File: src/core/dpvd_pkg.sv
package dpvd_pkg;

  // ****************************************
  // timing figures and derived cycle counts
  // ****************************************
  localparam int unsigned DPVD_CLK_MHZ = 50; // system clock rate
  localparam int unsigned DPVD_PWRUP_US = 100; // power-up pause
  localparam int unsigned DPVD_PWRUP_CYC = DPVD_PWRUP_US * DPVD_CLK_MHZ; // 5000 cycles
  localparam int unsigned DPVD_REF_MS = 8; // refresh window
  localparam int unsigned DPVD_REF_ROWS = 512; // rows to refresh in window
  localparam int unsigned DPVD_REF_INT_CYC = (DPVD_REF_MS * 1000 * DPVD_CLK_MHZ) / DPVD_REF_ROWS; // 781, round down
  localparam int unsigned DPVD_INIT_RAS = 8; // wake-up ras cycles
  localparam int unsigned DPVD_TRC_NS = 190; // random cycle time
  localparam int unsigned DPVD_TRAS_NS = 100; // ras pulse width
  localparam int unsigned DPVD_TRP_NS = 80; // ras precharge
  localparam int unsigned DPVD_TCAS_NS = 50; // cas pulse width
  localparam int unsigned DPVD_TRDH_NS = 80; // transfer hold, serial active
  localparam int unsigned DPVD_TRDH1_NS = 15; // transfer hold, serial standby
  localparam int unsigned DPVD_TCLK_NS = 1000 / DPVD_CLK_MHZ; // 20 ns
  localparam int unsigned DPVD_TRAS_CYC = (DPVD_TRAS_NS + DPVD_TCLK_NS - 1) / DPVD_TCLK_NS; // 5
  localparam int unsigned DPVD_TRP_CYC = (DPVD_TRP_NS + DPVD_TCLK_NS - 1) / DPVD_TCLK_NS; // 4
  localparam int unsigned DPVD_TCAS_CYC = (DPVD_TCAS_NS + DPVD_TCLK_NS - 1) / DPVD_TCLK_NS; // 3
  localparam int unsigned DPVD_TRDH_CYC = (DPVD_TRDH_NS + DPVD_TCLK_NS - 1) / DPVD_TCLK_NS; // 4
  localparam int unsigned DPVD_TRDH1_CYC = (DPVD_TRDH1_NS + DPVD_TCLK_NS - 1) / DPVD_TCLK_NS; // 1
  localparam int unsigned DPVD_SC_HALF_CYC = 2; // serial strobe half period, 40 ns

  // ****************************************
  // widths
  // ****************************************
  localparam int unsigned DPVD_AW = 9; // muxed address width
  localparam int unsigned DPVD_DW = 4; // random and serial data width

  // ****************************************
  // request carried into the controller
  // ****************************************
  typedef enum logic [2:0] {
    DPVD_OP_READ, DPVD_OP_WRITE, DPVD_OP_RMW, DPVD_OP_XFER, DPVD_OP_REFRESH
  } dpvd_op_t;

  typedef struct packed {
    dpvd_op_t op; // kind of cycle
    logic [DPVD_AW-1:0] row; // row address
    logic [DPVD_AW-1:0] col; // column or serial start
    logic [DPVD_DW-1:0] wdata; // write data
    logic [DPVD_DW-1:0] mask; // bits to write, ones written
    logic use_mask; // write-per-bit cycle
  } dpvd_req_t;

  // pins of the random port as driven out
  typedef struct packed {
    logic ras_n;
    logic cas_n;
    logic tr_oe_n;
    logic we_n;
    logic [DPVD_AW-1:0] addr;
    logic [DPVD_DW-1:0] dq_o;
    logic dq_oe;
  } dpvd_pins_t;

endpackage

File: src/core/dpvd_ctrl.sv
`timescale 1ns/1ps
`default_nettype none
// ****************************************
// host controller for the dual-port buffer
// ****************************************
module dpvd_ctrl
  import dpvd_pkg::*;
#(
  parameter int unsigned PWRUP_CYC = DPVD_PWRUP_CYC,
  parameter int unsigned REF_INT_CYC = DPVD_REF_INT_CYC
) (
  input wire logic clk,
  input wire logic rst,
  input wire dpvd_req_t req, // request from user logic
  input wire logic req_valid, // request offered
  output logic req_ready_ff, // request taken this cycle
  output logic [DPVD_DW-1:0] rdata_ff, // read data
  output logic rdata_valid_ff, // one-cycle pulse
  output logic init_done_ff, // wake-up sequence finished
  input wire logic shift_run, // request serial shifting
  output logic [DPVD_DW-1:0] sdata_ff, // serial nibble
  output logic sdata_valid_ff, // one-cycle pulse
  output dpvd_pins_t pins_ff, // random port pins
  input wire logic [DPVD_DW-1:0] dq_i, // random data pins in
  output logic sc_out, // serial strobe pin
  output logic soe_n_ff, // serial output enable pin
  input wire logic [DPVD_DW-1:0] so_i // serial data pins
);
  // ****************************************
  // pin synchronisers
  // ****************************************
  logic [DPVD_DW-1:0] dq_m_ff, dq_s_ff, so_m_ff, so_s_ff;
  always_ff @(posedge clk) begin
    if (rst) begin
      dq_m_ff <= '0;
      dq_s_ff <= '0;
      so_m_ff <= '0;
      so_s_ff <= '0;
    end else begin
      dq_m_ff <= dq_i;
      dq_s_ff <= dq_m_ff;
      so_m_ff <= so_i;
      so_s_ff <= so_m_ff;
    end
  end

  // serial port: outputs three-state by enable, held high until init is done and low after
  logic ser_active;
  logic sc_int;
  dpvd_serial #(.HALF(DPVD_SC_HALF_CYC)) u_ser (
    .clk(clk),
    .rst(rst),
    .run(shift_run & init_done_ff),
    .sdata_s(so_s_ff),
    .sc_ff(sc_int),
    .active_ff(ser_active),
    .nib_ff(sdata_ff),
    .nib_vld_ff(sdata_valid_ff)
  );
  assign sc_out = sc_int;

  // ****************************************
  // cycle sequencer
  // ****************************************
  typedef enum {
    DPVD_S_PWRUP, DPVD_S_IDLE, DPVD_S_RAS, DPVD_S_CAS, DPVD_S_LATE, DPVD_S_XEND, DPVD_S_PRE
  } dpvd_state_t;

  dpvd_state_t st_ff, nxt_st;
  logic [15:0] tmr_ff, nxt_tmr; // phase timer
  logic [15:0] ref_tmr_ff, nxt_ref_tmr; // refresh interval timer
  logic [DPVD_AW-1:0] ref_row_ff, nxt_ref_row; // next row to refresh
  logic ref_due_ff, nxt_ref_due;
  logic [3:0] init_cnt_ff, nxt_init_cnt;
  dpvd_req_t cur_ff, nxt_cur;
  dpvd_pins_t nxt_pins;
  logic nxt_ready, nxt_rvld, nxt_init;
  logic [DPVD_DW-1:0] nxt_rdata;

  // count helper used by every timed phase except the ras-to-cas step of user cycles
  function automatic logic tdone(input logic [15:0] t, input int unsigned n);
    tdone = (t >= 16'(n - 1));
  endfunction

  always_comb begin
    nxt_st = st_ff;
    nxt_tmr = tmr_ff + 16'h0001;
    nxt_ref_tmr = ref_tmr_ff;
    nxt_ref_row = ref_row_ff;
    nxt_ref_due = ref_due_ff;
    nxt_init_cnt = init_cnt_ff;
    nxt_cur = cur_ff;
    nxt_pins = pins_ff;
    nxt_ready = 1'b0;
    nxt_rvld = 1'b0;
    nxt_rdata = rdata_ff;
    nxt_init = init_done_ff;
    case (st_ff)
      DPVD_S_PWRUP: begin
        // pause then eight ras-only cycles, never cas first
        if (tdone(tmr_ff, PWRUP_CYC)) begin
          nxt_cur = '{op: DPVD_OP_REFRESH, row: ref_row_ff, col: '0, wdata: '0, mask: '0, use_mask: 1'b0};
          nxt_st = DPVD_S_RAS;
          nxt_tmr = 16'h0000;
          nxt_pins.addr = ref_row_ff;
        end
      end
      DPVD_S_IDLE: begin
        nxt_tmr = 16'h0000;
        // refresh wins over user requests so the window is never missed
        if (ref_due_ff) begin
          nxt_ref_due = 1'b0;
          nxt_cur = '{op: DPVD_OP_REFRESH, row: ref_row_ff, col: '0, wdata: '0, mask: '0, use_mask: 1'b0};
          nxt_pins.addr = ref_row_ff;
          nxt_st = DPVD_S_RAS;
        end else if (req_valid) begin
          nxt_ready = 1'b1;
          nxt_cur = req;
          nxt_pins.addr = req.row;
          // strap levels set before ras falls
          nxt_pins.tr_oe_n = (req.op != DPVD_OP_XFER);
          nxt_pins.we_n = ~((req.op == DPVD_OP_WRITE) & req.use_mask);
          nxt_pins.dq_o = req.mask;
          nxt_pins.dq_oe = (req.op == DPVD_OP_WRITE) & req.use_mask;
          nxt_st = DPVD_S_RAS;
        end
      end
      DPVD_S_RAS: begin
        nxt_pins.ras_n = 1'b0;
        if (tmr_ff == 16'h0001) begin
          // row held, release straps then present column
          nxt_pins.we_n = ~(cur_ff.op == DPVD_OP_WRITE);
          nxt_pins.tr_oe_n = (cur_ff.op == DPVD_OP_XFER) ? 1'b0 : (cur_ff.op == DPVD_OP_WRITE);
          nxt_pins.dq_o = cur_ff.wdata;
          nxt_pins.dq_oe = (cur_ff.op == DPVD_OP_WRITE);
          nxt_pins.addr = cur_ff.col;
        end
        if (cur_ff.op == DPVD_OP_REFRESH) begin
          if (tdone(tmr_ff, DPVD_TRAS_CYC)) begin
            nxt_pins.ras_n = 1'b1;
            nxt_st = DPVD_S_PRE;
            nxt_tmr = 16'h0000;
          end
        end else if (tmr_ff == 16'h0002) begin
          nxt_pins.cas_n = 1'b0; // column latched on cas fall
          nxt_st = DPVD_S_CAS;
          nxt_tmr = 16'h0000;
        end
      end
      DPVD_S_CAS: begin
        if (tdone(tmr_ff, DPVD_TCAS_CYC)) begin
          nxt_tmr = 16'h0000;
          if (cur_ff.op == DPVD_OP_READ || cur_ff.op == DPVD_OP_RMW) begin
            nxt_rdata = dq_s_ff; // data settled well before this point
            nxt_rvld = (cur_ff.op == DPVD_OP_READ);
          end
          if (cur_ff.op == DPVD_OP_RMW) begin
            // read first, then drive data and drop we late
            nxt_pins.tr_oe_n = 1'b1;
            nxt_pins.dq_o = cur_ff.wdata;
            nxt_pins.dq_oe = 1'b1;
            nxt_st = DPVD_S_LATE;
          end else if (cur_ff.op == DPVD_OP_XFER) begin
            nxt_st = DPVD_S_XEND;
          end else begin
            nxt_pins.cas_n = 1'b1; // read command held past cas rise
            nxt_pins.ras_n = 1'b1;
            nxt_st = DPVD_S_PRE;
          end
        end
      end
      DPVD_S_LATE: begin
        nxt_pins.we_n = 1'b0; // data taken on we fall
        if (tdone(tmr_ff, 2)) begin
          nxt_pins.we_n = 1'b1;
          nxt_pins.cas_n = 1'b1;
          nxt_pins.ras_n = 1'b1;
          nxt_rvld = 1'b1;
          nxt_st = DPVD_S_PRE;
          nxt_tmr = 16'h0000;
        end
      end
      DPVD_S_XEND: begin
        // transfer hold depends on serial state
        if (tdone(tmr_ff, ser_active ? DPVD_TRDH_CYC : DPVD_TRDH1_CYC)) begin
          nxt_pins.tr_oe_n = 1'b1;
          nxt_pins.cas_n = 1'b1;
          nxt_pins.ras_n = 1'b1;
          nxt_st = DPVD_S_PRE;
          nxt_tmr = 16'h0000;
        end
      end
      DPVD_S_PRE: begin
        nxt_pins.ras_n = 1'b1;
        nxt_pins.cas_n = 1'b1;
        nxt_pins.we_n = 1'b1;
        nxt_pins.tr_oe_n = 1'b1;
        nxt_pins.dq_oe = 1'b0;
        if (tdone(tmr_ff, DPVD_TRP_CYC)) begin
          nxt_tmr = 16'h0000;
          if (cur_ff.op == DPVD_OP_REFRESH) begin
            nxt_ref_row = ref_row_ff + 9'h001;
          end
          if (!init_done_ff) begin
            nxt_init_cnt = init_cnt_ff + 4'h1;
            if (init_cnt_ff == 4'(DPVD_INIT_RAS - 1)) begin
              nxt_init = 1'b1;
              nxt_st = DPVD_S_IDLE;
            end else begin
              nxt_pins.addr = ref_row_ff + 9'h001;
              nxt_st = DPVD_S_RAS;
            end
          end else begin
            nxt_st = DPVD_S_IDLE;
          end
        end
      end
      default: nxt_st = DPVD_S_IDLE;
    endcase
    // refresh interval: one row per tick, all 512 within 8 ms
    // placed after the case so a tick beats the clear in idle
    if (init_done_ff) begin
      if (ref_tmr_ff == 16'(REF_INT_CYC - 1)) begin
        nxt_ref_tmr = 16'h0000;
        nxt_ref_due = 1'b1;
      end else begin
        nxt_ref_tmr = ref_tmr_ff + 16'h0001;
      end
    end
  end

  // registers of the sequencer
  always_ff @(posedge clk) begin
    if (rst) begin
      st_ff <= DPVD_S_PWRUP;
      tmr_ff <= 16'h0000;
      ref_tmr_ff <= 16'h0000;
      ref_row_ff <= '0;
      ref_due_ff <= 1'b0;
      init_cnt_ff <= 4'h0;
      cur_ff <= '0;
      pins_ff <= '{ras_n: 1'b1, cas_n: 1'b1, tr_oe_n: 1'b1, we_n: 1'b1, addr: '0, dq_o: '0, dq_oe: 1'b0};
      req_ready_ff <= 1'b0;
      rdata_ff <= '0;
      rdata_valid_ff <= 1'b0;
      init_done_ff <= 1'b0;
      soe_n_ff <= 1'b1;
    end else begin
      st_ff <= nxt_st;
      tmr_ff <= nxt_tmr;
      ref_tmr_ff <= nxt_ref_tmr;
      ref_row_ff <= nxt_ref_row;
      ref_due_ff <= nxt_ref_due;
      init_cnt_ff <= nxt_init_cnt;
      cur_ff <= nxt_cur;
      pins_ff <= nxt_pins;
      req_ready_ff <= nxt_ready;
      rdata_ff <= nxt_rdata;
      rdata_valid_ff <= nxt_rvld;
      init_done_ff <= nxt_init;
      soe_n_ff <= ~nxt_init;
    end
  end
endmodule
`default_nettype wire

File: src/core/dpvd_serial.sv
`timescale 1ns/1ps
`default_nettype none
// ****************************************
// serial strobe generator
// ****************************************
module dpvd_serial
  import dpvd_pkg::*;
#(
  parameter int unsigned HALF = DPVD_SC_HALF_CYC
) (
  input wire logic clk,
  input wire logic rst,
  input wire logic run, // request shifting
  input wire logic [DPVD_DW-1:0] sdata_s, // synchronised serial data
  output logic sc_ff, // serial strobe pin
  output logic active_ff, // serial port not in standby
  output logic [DPVD_DW-1:0] nib_ff, // last nibble captured
  output logic nib_vld_ff // one-cycle pulse per nibble
);
  logic [7:0] cnt_ff, nxt_cnt; // half-period counter
  logic nxt_sc, nxt_active, nxt_vld;
  logic grab_ff, nxt_grab; // strobe fell last edge, nibble due at the synchroniser
  logic [DPVD_DW-1:0] nxt_nib;

  // strobe rises give next nibble; take it one cycle after the fall
  // the pin needs two edges through the synchroniser, so half must be 2 or more
  always_comb begin
    nxt_cnt = cnt_ff;
    nxt_sc = sc_ff;
    nxt_active = run;
    nxt_nib = nib_ff;
    nxt_vld = 1'b0;
    nxt_grab = 1'b0;
    if (run || sc_ff) begin
      if (cnt_ff == 8'(HALF - 1)) begin
        nxt_cnt = 8'h00;
        nxt_sc = ~sc_ff & run;
        nxt_grab = sc_ff; // falling now
      end else begin
        nxt_cnt = cnt_ff + 8'h01;
      end
    end
    // synchroniser output now holds the nibble launched by the last rise
    if (grab_ff) begin
      nxt_nib = sdata_s;
      nxt_vld = 1'b1;
    end
  end

  always_ff @(posedge clk) begin
    if (rst) begin
      cnt_ff <= 8'h00;
      sc_ff <= 1'b0;
      active_ff <= 1'b0;
      nib_ff <= '0;
      nib_vld_ff <= 1'b0;
      grab_ff <= 1'b0;
    end else begin
      cnt_ff <= nxt_cnt;
      sc_ff <= nxt_sc;
      active_ff <= nxt_active;
      nib_ff <= nxt_nib;
      nib_vld_ff <= nxt_vld;
      grab_ff <= nxt_grab;
    end
  end
endmodule
`default_nettype wire

File: config.mk
export PLATFORM = sky130hd
export DESIGN_NAME = dpvd_ctrl
export DESIGN_NICKNAME = d
export VERILOG_FILES = /design/src/core/dpvd_pkg.sv /design/src/core/dpvd_ctrl.sv /design/src/core/dpvd_serial.sv
export SDC_FILE = /design/constraint.sdc
export NUM_CORES = 1
export LEC_CHECK = 0
export BUFFER_PORTS_ARGS = -buffer_cell sky130_fd_sc_hd__buf_4
export CAP_MARGIN = 20
export CORE_ASPECT_RATIO = 0.8
export CORE_UTILIZATION = 56
export CTS_CLUSTER_DIAMETER = 30
export DETAILED_ROUTE_END_ITERATION = 6
export PLACE_DENSITY_LB_ADDON = 0.3
export RECOVER_POWER = 25
export SYNTH_ARGS = -nofsm -noshare
export SYNTH_HDL_FRONTEND = slang
export SYNTH_HIERARCHICAL = 1
export SYNTH_SLANG_ARGS = --single-unit
File: constraint.sdc
create_clock -name clk -period 4.2 [get_ports clk]
set_clock_uncertainty 0.2 [all_clocks]
set_input_delay 0.84 -clock clk [delete_from_list [all_inputs] [get_ports clk]]
set_output_delay 0.84 -clock clk [all_outputs]
set_load 0.02 [all_outputs]
==> impl_metrics.ini <==
[run_status]
outcome = complete, but fails checks
violations = max-capacitance violations, max-slew violations

[power_and_ir_drop]
p_per_area_nw_per_um2 = 512
total_power_mw = 3.69
irDropWorstVdd_mv = 0.308
leakage_nw = 2.68

[finish]
final_common_cell = dfxtp_1
multi_input_area_um2 = 3280
num-fill-cells = 786
fin_nets = 788
drive_gt1_share_pct = 17.4
diodes = 0
syn_to_final_growth_pct = 20.6
regArea_um2 = 2460
final_cell_mix = dfxtp_1 (123), buf_4 (72), nor2_1 (69)

[timing]
setup_viol = 0
min_period_over_period_pct = 71.1
hold_viol = 0
fin_crit_ns = 2.99
fin_setup_tns_ns = 0
tightest_slew_ns = 1.53
slew_viol_final = 36
fmax_mhz = 335
slew-limit-headroom_pct = -2.30
whs_ns = 0.236
layout_setup_ws_ns = 1.21
rsz0062_at_grt = no

[flow_run]
maxCapViolCount = 1

[synth]
syn_avg_cell_area_um2 = 8.85
synth.distinct_cells = 77
netlist.area_leader.share_pct = 41.2
synth_area_um2 = 5980
synth.largest_area_cell = dfxtp_1
ys.flop_type = dfxtp_1
synth_nets = 729
seq_area_frac_synth_pct = 41.2
netlist_instances = 675
ys.warnings.count = 6
synthArstFlopShare_pct = 0
yosys-top-cells-area = dfxtp_1 (41%), nor2_1 (4.3%), xor2_1 (3.7%)
synth_edf_count = 0
synth_seq_cells = 123

[clocking]
hold_buffers = 0
worstSkewPairLatency_ns = 0.42
cts_tree = done
cts_max_level = 4
cts.path.max_buffers = 2
cts_root_buf = clkbuf_16
path_clk_slew_ns = 0.06
cts.sinks = 123
cts_buffers = 17
postCtsSetupBuffers = 0
post_cts_resize_count = 0

[global_route]
grt_pass1_vias = 4917
grt-ovfl-total = 0
grt_pass1_wl_mm = 24.4
antenna_found_initial = 0
track_usage_pct = 27.6
grt_max_degree = 66

[placed_design]
place_ws_ns = 1.33
port_buffers = 73
place.gp.congestion = 0.901
hpwl_mm = 10.1

[routing]
vias_per_cell = 6.10
dr.pass1.iters = 6
vias = 5407
drc = 0
ant_nets = 0
wl_mm = 15.1
wire_per_inst_um = 17.0
drt-initial-drc-count = 666

[worst_setup_path]
crit_chain = ha_1, nand2_1, a211o_1, a22o_1, a211oi_4, nor4b_1
slowest_delay_ns = 0.63
worstSetupStartpointType = flip-flop
crit_family = compound AO/OA/AOI/OAI gates
worst_ep_arrival_time_ns = 3.01
worstSetupPathType = reg2reg
crit_required_ns = 4.23
path_buf_inv = 0
path_max_fanout = 16
slowest_stage = a211oi_4
end_kind = flip-flop

[floorplan]
rows = 33
core-area_um2 = 10300
die_x_um = 118
dieHeight_um = 94.4
start_util_pct = 57.9
die-area_um2 = 11100
ios = 74

[min_path]
min_path_type = reg2reg
-- worst register-to-register path, stage by stage (launching register included) --
cell      delay, ns
dfxtp_1        0.47
ha_1           0.56
nand2_1        0.17
a211o_1        0.37
a22o_1         0.26
a211oi_4       0.63
nor4b_1        0.14
-- area by class of cell --
class | count | share of cell area (%)
multi-input combinational | 493 | 45.5
sequential | 123 | 34.2
timing repair buffer | 81 | 7.97
clock buffer | 17 | 5.90
clock inverter | 15 | 3.07
tap | 140 | 2.43
inverter | 18 | 0.938
-- cells by family after synthesis --
| family | Yosys count | synth area share, % |
|---|---|---|
| and+or+nand+nor | 278 | 25.2 |
| AOI/OAI and AO/OA | 141 | 17.3 |
| DFF | 123 | 41.2 |
| buffers and inverters | 59 | 4.17 |
| xor gates and xnor gates | 41 | 6.01 |
| muxes | 21 | 3.62 |
| adders and majority gates | 12 | 2.51 |
-- power by group --
group	switching (mW)	internal, mW	total [mW]	leakage, nW
Clock	0.532	1.05	1.58	0.317
Combinational	0.459	0.305	0.765	1.36
Sequential	0.0971	1.25	1.34	0.996
-- routing by layer --
layer	up-vias	track usage, %	share of wire (%)
met1	2592	36.6	45
met3	14	7.49	7.7
met2	230	44.4	47
li1	2571	-	-
met4	0	7.69	0.90
met5	-	0	0
-- metrics by stage --
step | cell area (um^2) | utilization [%] | cells
after global routing | 7210 | 69.8 | 887
after detailed placement | 6600 | 63.9 | 855
after global placement | 6600 | 63.9 | 855
after CTS | 7250 | 70.2 | 887
final | 7210 | 69.8 | 887
after floorplan | 5980 | - | 675
-- sequential cells by signal, indices dropped and copies added (netlist names) --
signal,cells
so_s_ff,4
tmr_ff,16
init_cnt_ff,4
cur_ff,16
dq_s_ff,4
u_ser/active_ff,1
ref_tmr_ff,16
u_ser/nib_vld_ff,1
u_ser/grab_ff,1
soe_n_ff,1
u_ser/nib_ff,4
ref_row_ff,9
init_done_ff,1
st_ff,3
ref_due_ff,1
req_ready_ff,1
u_ser/cnt_ff,8
so_m_ff,4
rdata_ff,4
rdata_valid_ff,1
dq_m_ff,4
u_ser/sc_ff,1
pins_ff,18
-- worst paths after layout --
kind	cells after the start	end	slack, ns	startpoint
setup / recovery	6	tmr_ff[7]$_SDFF_PP0_	1.21	tmr_ff[1]$_SDFF_PP0_
hold / removal	1	so_s_ff[1]$_SDFF_PP0_	0.24	so_m_ff[1]$_SDFF_PP0_
setup reg to reg	6	tmr_ff[7]$_SDFF_PP0_	1.21	tmr_ff[1]$_SDFF_PP0_
hold reg to reg	1	so_s_ff[1]$_SDFF_PP0_	0.24	so_m_ff[1]$_SDFF_PP0_
-- Yosys cell counts, types with 4 or more instances --
master       n
o31ai_1      5
a211oi_1     8
mux2_2       5
buf_1        5
a221oi_1     7
nand4_1     11
o21ai_0     11
nor4_1       9
nor2_1      69
or3_1        7
a22o_1       5
a22oi_1      4
nand2b_1    18
buf_2       11
a21o_1       5
or4_1        5
mux2i_1     16
nand2_1     36
clkbuf_1    21
o211ai_1     4
nor3_1      34
a21oi_1     34
nand3_1     32
nor2b_1     23
inv_1       17
o2111ai_1    6
dfxtp_1    123
a31oi_1     16
and3_1       7
xnor2_1     16
xor2_1      25
ha_1        12
Note: power is estimated with default switching activity, not from simulation.
